<file path="src/common/eic_pkg.sv">
// Constants and types of the external pin interrupt configuration block
package eic_pkg;

  // ----------------------------------------------------------
  // Sizes
  // ----------------------------------------------------------
  localparam int EIC_CHANNELS   = 8;
  localparam int EIC_ADDR_W     = 12;
  localparam int EIC_DATA_W     = 32;
  localparam int EIC_CFG_W      = 16;
  localparam int EIC_CH_PER_REG = 4;

  // ----------------------------------------------------------
  // Register byte addresses
  // ----------------------------------------------------------
  localparam logic [11:0] EIC_ADDR_CFG_LO = 12'ha20;
  localparam logic [11:0] EIC_ADDR_CFG_HI = 12'ha24;
  localparam logic [11:0] EIC_ADDR_STATUS = 12'ha40;
  localparam logic [11:0] EIC_ADDR_MASK   = 12'ha44;

  // ----------------------------------------------------------
  // Channel field layout inside a config register
  // ----------------------------------------------------------
  localparam int EIC_FIELD_W = 4;
  localparam int EIC_EN_POS  = 3;
  localparam int EIC_MODE_W  = 3;

  // ----------------------------------------------------------
  // Reset values
  // ----------------------------------------------------------
  localparam logic [15:0] EIC_CFG_RST    = 16'h0000;
  localparam logic [7:0]  EIC_STATUS_RST = 8'h00;
  localparam logic [7:0]  EIC_MASK_RST   = 8'h00;

  // ----------------------------------------------------------
  // Trigger mode codes
  // ----------------------------------------------------------
  localparam logic [2:0] EIC_MODE_RISE     = 3'h0;
  localparam logic [2:0] EIC_MODE_FALL     = 3'h1;
  localparam logic [2:0] EIC_MODE_BOTH     = 3'h2;
  localparam logic [2:0] EIC_MODE_HIGH     = 3'h3;
  localparam logic [2:0] EIC_MODE_LOW      = 3'h4;
  localparam logic [2:0] EIC_MODE_FALL_ALT = 3'h5;
  localparam logic [2:0] EIC_MODE_BOTH_ALT = 3'h6;
  localparam logic [2:0] EIC_MODE_HIGH_ALT = 3'h7;

  // ----------------------------------------------------------
  // State types
  // ----------------------------------------------------------
  typedef struct packed {
    logic meta;
    logic sync;
    logic prev;
  } eic_det_state_t;

  localparam eic_det_state_t EIC_DET_RST = '0;

  typedef struct packed {
    logic [15:0] cfg_lo;
    logic [15:0] cfg_hi;
    logic [7:0]  status;
    logic [7:0]  mask;
    logic [7:0]  armed;
    logic        hib_prev;
    logic [31:0] prdata;
  } eic_state_t;

  localparam eic_state_t EIC_STATE_RST = '0;

endpackage : eic_pkg

</file>
<file path="src/common/eic_chan_if.sv">
// Per-channel link between the register file and one pin detector
`timescale 1ns/1ps
`default_nettype none

interface eic_chan_if;
  logic                           enable;
  logic [eic_pkg::EIC_MODE_W-1:0] mode;
  logic                           hit;

  modport cfg (output enable, output mode, input hit);
  modport det (input enable, input mode, output hit);
endinterface : eic_chan_if

`default_nettype wire

</file>
<file path="src/core/eic_chan_detect.sv">
// Pin synchroniser and trigger detector for one external channel
`timescale 1ns/1ps
`default_nettype none

module eic_chan_detect
  import eic_pkg::*;
(
  input  wire logic i_clock,
  input  wire logic i_reset,
  input  wire logic i_pin,
  eic_chan_if.det   det
);

  eic_det_state_t st_reg;
  eic_det_state_t st_next;
  logic           rise;
  logic           fall;
  logic           trig;

  // Two-flop synchroniser, then one sample of history
  always_comb begin
    st_next      = st_reg;
    st_next.meta = i_pin;
    st_next.sync = st_reg.meta;
    st_next.prev = st_reg.sync;
  end

  always_ff @(posedge i_clock) begin
    if (i_reset) begin
      st_reg <= EIC_DET_RST;
    end else begin
      st_reg <= st_next;
    end
  end

  // Edges seen only past the second flop
  assign rise = st_reg.sync & ~st_reg.prev;
  assign fall = ~st_reg.sync & st_reg.prev;

  // Trigger decode, alias codes folded onto base modes
  always_comb begin
    case (det.mode)
      EIC_MODE_RISE:     trig = rise;
      EIC_MODE_FALL:     trig = fall;
      EIC_MODE_BOTH:     trig = rise | fall;
      EIC_MODE_HIGH:     trig = st_reg.sync;
      EIC_MODE_LOW:      trig = ~st_reg.sync;
      EIC_MODE_FALL_ALT: trig = fall;
      EIC_MODE_BOTH_ALT: trig = rise | fall;
      EIC_MODE_HIGH_ALT: trig = st_reg.sync;
      default:           trig = 1'b0;
    endcase
  end

  // Disabled channel stays silent
  assign det.hit = det.enable & trig;
endmodule : eic_chan_detect

`default_nettype wire

</file>
<file path="src/core/eic_top.sv">
// External pin interrupt configuration block with APB register file
//
// Contract
// - Channel 0 enable bit 3, mode 2:0
// - Enable low ignores pin; high detects mode
// - Enabled before hibernate, event wakes device
// - Modes: rise, fall, both, high, low
// - Codes 101,110,111 alias fall, both, high
// - Channel 1 enable bit 7, mode 6:4
// - Channel 7 upper enable 15, mode 14:12
// - Channel 6 upper enable 11, mode below
// - All fields reset zero, registers read-write
// - Channels 2,3 enables 11,15, modes below
// - Lower config 0xa20, upper next word
`timescale 1ns/1ps
`default_nettype none

module eic_top
  import eic_pkg::*;
(
  input  wire logic                    i_clock,
  input  wire logic                    i_reset,
  input  wire logic                    i_psel,
  input  wire logic                    i_penable,
  input  wire logic                    i_pwrite,
  input  wire logic [EIC_ADDR_W-1:0]   i_paddr,
  input  wire logic [EIC_DATA_W-1:0]   i_pwdata,
  input  wire logic [3:0]              i_pstrb,
  output logic      [EIC_DATA_W-1:0]   o_prdata,
  output logic                         o_pready,
  output logic                         o_pslverr,
  input  wire logic [EIC_CHANNELS-1:0] i_pins,
  input  wire logic                    i_hibernate,
  output logic                         o_irq,
  output logic                         o_wake
);

  // ----------------------------------------------------------
  // Declarations
  // ----------------------------------------------------------
  eic_state_t              st_reg;
  eic_state_t              st_next;
  logic                    setup;
  logic                    acc;
  logic                    wr_acc;
  logic                    addr_ok;
  logic [EIC_DATA_W-1:0]   rd_mux;
  logic [EIC_CHANNELS-1:0] evt_vec;
  logic [EIC_CHANNELS-1:0] chan_en;
  logic [EIC_CHANNELS-1:0] rd_clr;

  eic_chan_if chif [EIC_CHANNELS] ();

  // ----------------------------------------------------------
  // Byte lane merge for the 16-bit config registers
  // ----------------------------------------------------------
  function automatic logic [15:0] lane_merge(
    input logic [15:0] old_val,
    input logic [31:0] wdata,
    input logic [3:0]  strb
  );
    logic [15:0] res;
    res = old_val;
    if (strb[0]) begin
      res[7:0] = wdata[7:0];
    end
    if (strb[1]) begin
      res[15:8] = wdata[15:8];
    end
    return res;
  endfunction : lane_merge

  // ----------------------------------------------------------
  // APB phase decode
  // ----------------------------------------------------------
  // Zero wait states: read data is caught in the setup cycle
  assign setup  = i_psel & ~i_penable;
  assign acc    = i_psel & i_penable;
  assign wr_acc = acc & i_pwrite;

  // Exact match, so unaligned addresses count as unmapped
  always_comb begin
    case (i_paddr)
      EIC_ADDR_CFG_LO: addr_ok = 1'b1;
      EIC_ADDR_CFG_HI: addr_ok = 1'b1;
      EIC_ADDR_STATUS: addr_ok = 1'b1;
      EIC_ADDR_MASK:   addr_ok = 1'b1;
      default:         addr_ok = 1'b0;
    endcase
  end

  // Handshake outputs
  assign o_pready  = acc;
  assign o_pslverr = acc & ~addr_ok;

  // ----------------------------------------------------------
  // Read data selection
  // ----------------------------------------------------------
  // Narrow registers sit in the low bits, upper bits read zero
  always_comb begin
    case (i_paddr)
      EIC_ADDR_CFG_LO: rd_mux = {16'h0000, st_reg.cfg_lo};
      EIC_ADDR_CFG_HI: rd_mux = {16'h0000, st_reg.cfg_hi};
      EIC_ADDR_STATUS: rd_mux = {24'h000000, st_reg.status};
      EIC_ADDR_MASK:   rd_mux = {24'h000000, st_reg.mask};
      default:         rd_mux = 32'h00000000;
    endcase
  end

  // ----------------------------------------------------------
  // Read-to-clear of the event status
  // ----------------------------------------------------------
  // Only the bits software actually saw are cleared; an event
  // landing between setup and access survives to the next read
  always_comb begin
    if (acc && !i_pwrite && i_paddr == EIC_ADDR_STATUS) begin
      rd_clr = st_reg.prdata[EIC_CHANNELS-1:0];
    end else begin
      rd_clr = '0;
    end
  end

  // ----------------------------------------------------------
  // Channel detectors
  // ----------------------------------------------------------
  // Four channels per register, four bits per channel
  for (genvar g = 0; g < EIC_CHANNELS; g++) begin : g_chan
    localparam int K = (g % EIC_CH_PER_REG) * EIC_FIELD_W;
    logic [EIC_CFG_W-1:0] cfg;

    // Lower register holds 0..3, upper holds 4..7
    assign cfg = (g < EIC_CH_PER_REG) ? st_reg.cfg_lo
                                      : st_reg.cfg_hi;
    // Enable on the top bit, mode in the three below
    assign chif[g].enable = cfg[K + EIC_EN_POS];
    assign chif[g].mode   = cfg[K +: EIC_MODE_W];
    assign evt_vec[g]     = chif[g].hit;
    assign chan_en[g]     = chif[g].enable;

    eic_chan_detect u_det (
      .i_clock (i_clock),
      .i_reset (i_reset),
      .i_pin   (i_pins[g]),
      .det     (chif[g])
    );
  end

  // ----------------------------------------------------------
  // Next-state logic
  // ----------------------------------------------------------
  always_comb begin
    st_next          = st_reg;
    st_next.hib_prev = i_hibernate;

    // Enables are frozen as wake sources on hibernate entry
    if (i_hibernate && !st_reg.hib_prev) begin
      st_next.armed = chan_en;
    end

    // Snapshot of read data during the setup cycle
    if (setup && !i_pwrite) begin
      st_next.prdata = rd_mux;
    end

    // Register writes take effect at the access edge
    if (wr_acc) begin
      case (i_paddr)
        EIC_ADDR_CFG_LO: begin
          st_next.cfg_lo = lane_merge(st_reg.cfg_lo, i_pwdata,
                                      i_pstrb);
        end
        EIC_ADDR_CFG_HI: begin
          st_next.cfg_hi = lane_merge(st_reg.cfg_hi, i_pwdata,
                                      i_pstrb);
        end
        EIC_ADDR_MASK: begin
          if (i_pstrb[0]) begin
            st_next.mask = i_pwdata[7:0];
          end
        end
        default: begin
        end
      endcase
    end

    // Sticky events; a new event wins over the read clear
    st_next.status = (st_reg.status & ~rd_clr) | evt_vec;
  end

  // ----------------------------------------------------------
  // State register
  // ----------------------------------------------------------
  always_ff @(posedge i_clock) begin
    if (i_reset) begin
      st_reg <= EIC_STATE_RST;
    end else begin
      st_reg <= st_next;
    end
  end

  // ----------------------------------------------------------
  // Outputs
  // ----------------------------------------------------------
  assign o_prdata = st_reg.prdata;
  assign o_irq    = |(st_reg.status & st_reg.mask);

  // Wake needs a full cycle in hibernate so arming has settled
  assign o_wake = i_hibernate & st_reg.hib_prev
                & |(evt_vec & st_reg.armed);
endmodule : eic_top

`default_nettype wire

</file>
<file path="config.mk">
export PLATFORM = sky130hd
export DESIGN_NAME = eic_top
export DESIGN_NICKNAME = d
export VERILOG_FILES = /design/src/common/eic_pkg.sv /design/src/common/eic_chan_if.sv /design/src/core/eic_chan_detect.sv /design/src/core/eic_top.sv
export SDC_FILE = /design/constraint.sdc
export NUM_CORES = 1
export LEC_CHECK = 0
export ABC_AREA = 1
export BUFFER_PORTS_ARGS = -buffer_cell sky130_fd_sc_hd__buf_2
export CAP_MARGIN = 40
export CORE_ASPECT_RATIO = 2
export CORE_UTILIZATION = 50
export DETAILED_ROUTE_END_ITERATION = 10
export PLACE_DENSITY_LB_ADDON = 0.12
export SYNTH_ARGS = -nofsm -noshare
export SYNTH_HDL_FRONTEND = slang
export SYNTH_HIERARCHICAL = 1
export SYNTH_SLANG_ARGS = --single-unit
</file>
<file path="constraint.sdc">
create_clock -name i_clock -period 1.4 [get_ports i_clock]
set_input_delay 0.28 -clock i_clock [delete_from_list [all_inputs] [get_ports i_clock]]
set_output_delay 0.28 -clock i_clock [all_outputs]
set_load 0.03 [all_outputs]
</file>
# Word-level counts from Yosys, hierarchy flattened
# Index checks and enable logic that the tools add are counted.
[word_totals]
reg_bits = 113
input_bits = 62
out_inout_bits = 36
word_cells = 211
[classes]
eq_ne = 60
muxes = 11
bitwise = 61
reduce_logical = 46
[ops]
columns = ["operator", "count"]
rows = [
  ["3-bit == test, second input constant", 32],
  ["16-bit one-hot mux with 4 select lines", 1],
  ["12-bit == test, second input constant", 4],
  ["3-bit by 2-bit == test with 1-bit output, second input constant", 16],
  ["2-bit OR reduction", 24],
  ["1-bit one-hot mux with 5 select lines", 8],
  ["1-bit bitwise AND", 30],
  ["8-bit bitwise AND", 3],
  ["3-bit by 1-bit == test with 1-bit output, second input constant", 8],
  ["3-bit logical NOT", 8],
  ["1-bit inverter", 18],
  ["8-bit OR reduction", 2],
  ["3-bit AND reduction", 5],
  ["8-bit two-way mux", 1],
  ["8-bit inverter", 1],
  ["1-bit OR", 8],
  ["8-bit OR", 1],
  ["1-bit logical AND", 4],
  ["4-bit OR reduction", 1],
  ["1-bit logical NOT", 2],
  ["1-bit two-way mux", 1],
]

# Logic depth before layout (Yosys ltp)
[logic_depth]
word_depth = 8
depth_mapped = 11
mapped_depth_nobuf = 10

# Hierarchy
# Netlist, hierarchy kept.
[modules_own_cells]
columns = ["module", "n_inst", "cells_per_inst", "area_each_um2", "seq_area_each_um2"]
rows = [
  ["eic_top", 1, 504, 3593.4, 1461.4],
  ["eic_chan_detect", 8, 24, 163.9, 60.1],
]

# Worst setup path after synthesis
# No wires, ideal clock.
[synth_timing]
kind = "reg2out"
startpoint = "reg g_chan[2].u_det/st_reg[0] (netlist bit)"
endpoint = "out o_wake"
t_arrival_ns = 1.632
required_time_ns = 1.120
path_slack_ns = -0.512
stages_incl_launch_ff = 10
path_buffers = 0
path_cell_list = "dfxtp_1 inv_1 ha_1 a21oi_1 nand2_1 a21oi_1 nand2_1 nand2_1 a221oi_1 a21oi_1"
[synth_via]
elab_chain_cells = 8
word_cells_on_any_way = 9
cone_classes = "mux: 1; bitwise: 7; reduce/logical: 1"
[synth_rtl]
columns = ["item", "line", "rtl"]
rows = [
  ["start: declaration", "eic_chan_detect.sv:14", "eic_det_state_t st_reg;"],
  ["start signal: assignment", "eic_chan_detect.sv:32", "st_reg <= st_next;"],
  ["1-bit inverter", "eic_chan_detect.sv:37", "assign rise = st_reg.sync & ~st_reg.prev;"],
  ["1-bit bitwise AND", "eic_chan_detect.sv:37", ""],
  ["1-bit OR", "eic_chan_detect.sv:45, eic_chan_detect.sv:49", ""],
  ["1-bit one-hot mux with 5 select lines *", "eic_chan_detect.sv:42", "case (det.mode)"],
  ["1-bit bitwise AND *", "eic_chan_detect.sv:56", "assign det.hit = det.enable & trig;"],
  ["via chif[2].hit", "eic_chan_if.sv:8", "logic hit;"],
  ["8-bit bitwise AND *", "eic_top.sv:209", "& |(evt_vec & st_reg.armed);"],
  ["8-bit OR reduction *", "eic_top.sv:209", ""],
  ["1-bit bitwise AND *", "eic_top.sv:209", ""],
  ["end: declaration", "eic_top.sv:35", "output logic o_wake"],
]
# The timed path passes the listed nets; every way through them passes the cells marked *.

# Worst setup path in the final report
[layout_timing]
startpoint = "reg g_chan[1].u_det.st_reg, in the netlist g_chan[1].u_det/st_next[0]"
endpoint = "out o_wake"
[layout_via]
elab_chain_cells = 8
word_cells_on_any_way = 9
cone_classes = "mux: 1; bitwise: 7; reduce/logical: 1"
[layout_rtl]
columns = ["item", "line", "rtl"]
rows = [
  ["start: declaration", "eic_chan_detect.sv:14", ""],
  ["start signal: assignment", "eic_chan_detect.sv:32", ""],
  ["1-bit inverter", "eic_chan_detect.sv:38, eic_chan_detect.sv:47", ""],
  ["1-bit bitwise AND", "eic_chan_detect.sv:38", "assign fall = ~st_reg.sync & st_reg.prev;"],
  ["1-bit OR", "eic_chan_detect.sv:45, eic_chan_detect.sv:49", ""],
  ["1-bit one-hot mux with 5 select lines *", "eic_chan_detect.sv:42", ""],
  ["1-bit bitwise AND *", "eic_chan_detect.sv:56", ""],
  ["via chif[1].hit", "eic_chan_if.sv:8", ""],
  ["8-bit bitwise AND *", "eic_top.sv:209", ""],
  ["8-bit OR reduction *", "eic_top.sv:209", ""],
  ["1-bit bitwise AND *", "eic_top.sv:209", ""],
]
# Marked as above.

==> key figures <==
Yosys
  • Avg Inst Size Synth: 7.05 um^2
  • Post-synthesis sequential area ratio: 39.6%
  • Netlist Area Pre-Place: 0.00490 mm^2
  • #FFs+latches synth: 97
  • Yosys top cell area share: 39.6%
  • Synth unique cells: 27
  • Leading area contributor after synthesis: dfxtp_1
  • Mapped Cells: 696
  • Synth warnings: 6
  • Dominant cells by area after synthesis: dfxtp_1 (40%), nand2_1 (12%), inv_1 (9.2%), a21oi_1 (9.1%), nand3_1 (6.9%)

Power
  • Pwr Total: 5.61 mW
  • Power Density: 858 mW/mm^2
  • Peak VDD IR: 0.732 mV
  • Pleak: 2.88 nW

Layout
  • Share of layout cells above drive strength 1: 33.5%
  • Inserted Diodes: 0
  • Post-route design area: 0.00653 mm^2
  • Max reg flops: 32
  • Fin nets: 903
  • FILL cells: 819
  • Area Growth Syn to Fin: 33.2%

CTS
  • CTS Sinks: 97
  • Root buffer selected by CTS: clkbuf_16
  • Htree depth: 3
  • Cts hold-fix bufs: 0
  • CTS max path bufs: 2
  • Clock tree from TritonCTS: built
  • CTS Buf Count: 9
  • Worst skew pair latency: 340 ps
  • Clock-pin slew on the worst setup and hold paths: 70 ps

Timing
  • Hold Fails Final Rpt: 0
  • Final Worst Setup Slack: -809 ps
  • Highest Clock Rate: 0.453 GHz
  • # setup viols final: 4
  • Min Tclk post-route: 2210 ps
  • Layout Skew: 8.70 ps
  • Max Slew Vio Count: 0
  • Period utilization: 158%
  • RSZ-0062 raised after global routing: yes

Setup path
  • Crit path from: g_chan[1].u_det/st_next[0]$_SDFF_PP0_
  • CP required: 1120 ps
  • CP Capture Type: output pin
  • R2r startpoint: g_chan[5].u_det/st_reg[0]$_SDFF_PP0_
  • CP Max Fanout: 3
  • Worst setup SP type: flop
  • R2R cell count: 8
  • Crit path DAT: 1930 ps
  • CP Class: reg -> out

GRT
  • Gr ovfl total: 0
  • GR Layer Usage met1: 25.1%
  • Largest net degree at the start of global routing: 37
  • Layer with the highest usage: met2
  • Vias in the first global route: 4687
  • Initial antenna violation count: 0
  • Global-route wire length before repair: 21200 um
  • Grt met2 use: 53.3%
  • Tot GR Track Use: 27.3%
  • M3 GR Usage: 3.90%

Status
  • Failing checks: negative setup slack
  • Status: finished, violations left

Floorplanning
  • Die area: 0.0102 mm^2
  • Core ar.: 0.00945 mm^2
  • Chip height: 142 um
  • Rows: 50
  • I/O Pins: 98
  • Die Wd: 72.0 um
  • Initial Util: 51.9%

Drt
  • Final wirelength: 14000 um
  • DRT iter0 DRCs: 349
  • Post-DRT Antenna Nets: 0
  • Post-route DRC: 0
  • Drt first pass iters: 5
  • Drt via density: 5.06
  • Wire per inst: 14.6 um
  • Vias: 4855

Placed design
  • Routability cong.: 0.840
  • Placed instance area: 0.00578 mm^2
  • Port buffer count: 63
  • Hpwl dp: 10100 um

Min path
  • WHS Path Cells: 3
  • Hold Startpoint: i_pins[6]
  • Class of the worst hold path: in -> reg

Job
  • Max cap viols: 0
==> area by class of cell <==
type | instances | area (um^2) | area share (%)
multi-input combinational | 441 | 2570 | 39.4
clock buffer | 11 | 233 | 3.56
timing repair buffer | 153 | 1080 | 16.6
clock inverter | 5 | 38.8 | 0.594
tap | 130 | 163 | 2.49
inverter | 123 | 467 | 7.15
sequential | 97 | 1980 | 30.2
==> placed cells by master (no fill, tap or decap), types with 3 or more instances in the layout <==
cell,n
or2_0,8
nand2_1,139
buf_12,3
buf_2,58
ha_1,10
a221oi_2,3
buf_6,9
o21ai_0,27
nor3_4,3
nor2_1,27
inv_2,11
clkbuf_16,9
nand2_4,8
nor2_4,5
dfxtp_2,21
buf_4,82
a21oi_2,20
nand2_2,12
ha_4,6
a21oi_4,3
conb_1,16
nand3_1,66
nor2_2,4
dfxtp_1,74
a21oi_1,66
inv_1,110
o21ai_1,7
==> worst max-delay path, stage by stage (launching register included) <==
cell and delay (ps):
dfxtp_4 380, inv_4 40, buf_4 120, buf_4 130, nand2_1 50, nand3_1 80
a21oi_2 220, nand2_1 120, nand2_2 110, a221oi_4 40, a21oi_4 150, buf_6 150
==> path summary, 6_finish.rpt <==
kind | end | slack [ps]
worst max-delay path | o_wake | -810
worst min register to register | g_chan[7].u_det/st_next[0]$_SDFF_PP0_ | 400
worst max register to register | st_reg[54]$_SDFF_PP0_ | -10
worst min-delay path | g_chan[6].u_det/st_next[1]$_SDFF_PP0_ | 140
==> stage by stage <==
| stage | std cells | TNS [ps] | setup WS, ps | hold slack, ps | utilization [%] |
|---|---|---|---|---|---|
| 2_1_floorplan | 711 | -221 | -221 | 345 | - |
| 3_3_place_gp | 932 | -12250 | -459 | 391 | 61.2 |
| 3_5_place_dp | 932 | -13630 | -502 | 397 | 61.2 |
| 4_1_cts | 955 | -929 | -813 | 129 | 66.1 |
| 5_1_grt | 960 | -1520 | -889 | 142 | 69.1 |
| 6_report | 960 | -1010 | -809 | 135 | 69.1 |
==> routing by layer <==
layer | vias to the layer above | routed length [um]
met3 | 52 | 374
met1 | 2259 | 4850
met2 | 148 | 7990
li1 | 2396 | -
met5 | - | 0
met4 | 0 | 812
==> cells by family after synthesis <==
group / share of synthesized area [%]
other cells: 0.0765
simple gates: 26.3
flops: 39.6
compound gates: 13.7
buf+inv: 16.3
fa+ha+maj: 4.08
==> what timing repair did <==
item                                   4_1_cts  5_1_grt
setup endpoints to repair                    7       28
buffers inserted                             8        5
endpoints found under the hold margin        0        0
resized for setup                           42       69
pin swaps                                   29       35
==> power breakdown <==
group          internal (mW)  switching, mW  total, mW
sequential              2.80         0.0268       2.83
clock                   1.22           1.07       2.29
combinational          0.180          0.311      0.491
==> synth_stat cells <==
master / number
nand3_1: 68
nor3_2: 2
nor2_4: 2
or2_0: 8
a221oi_1: 4
nor2_1: 32
a21oi_1: 89
buf_4: 34
o21ai_0: 30
dfxtp_1: 97
buf_6: 2
nor2_2: 2
nor3b_4: 2
nand2_2: 8
conb_1: 1
o21ai_1: 5
buf_2: 5
nand2_1: 151
nand3_4: 1
inv_2: 3
o21ai_2: 1
clkbuf_1: 9
ha_1: 16
inv_1: 120
o22ai_1: 1
nor2_8: 1
nor3_4: 2
Power figures use the tool's default switching activity.
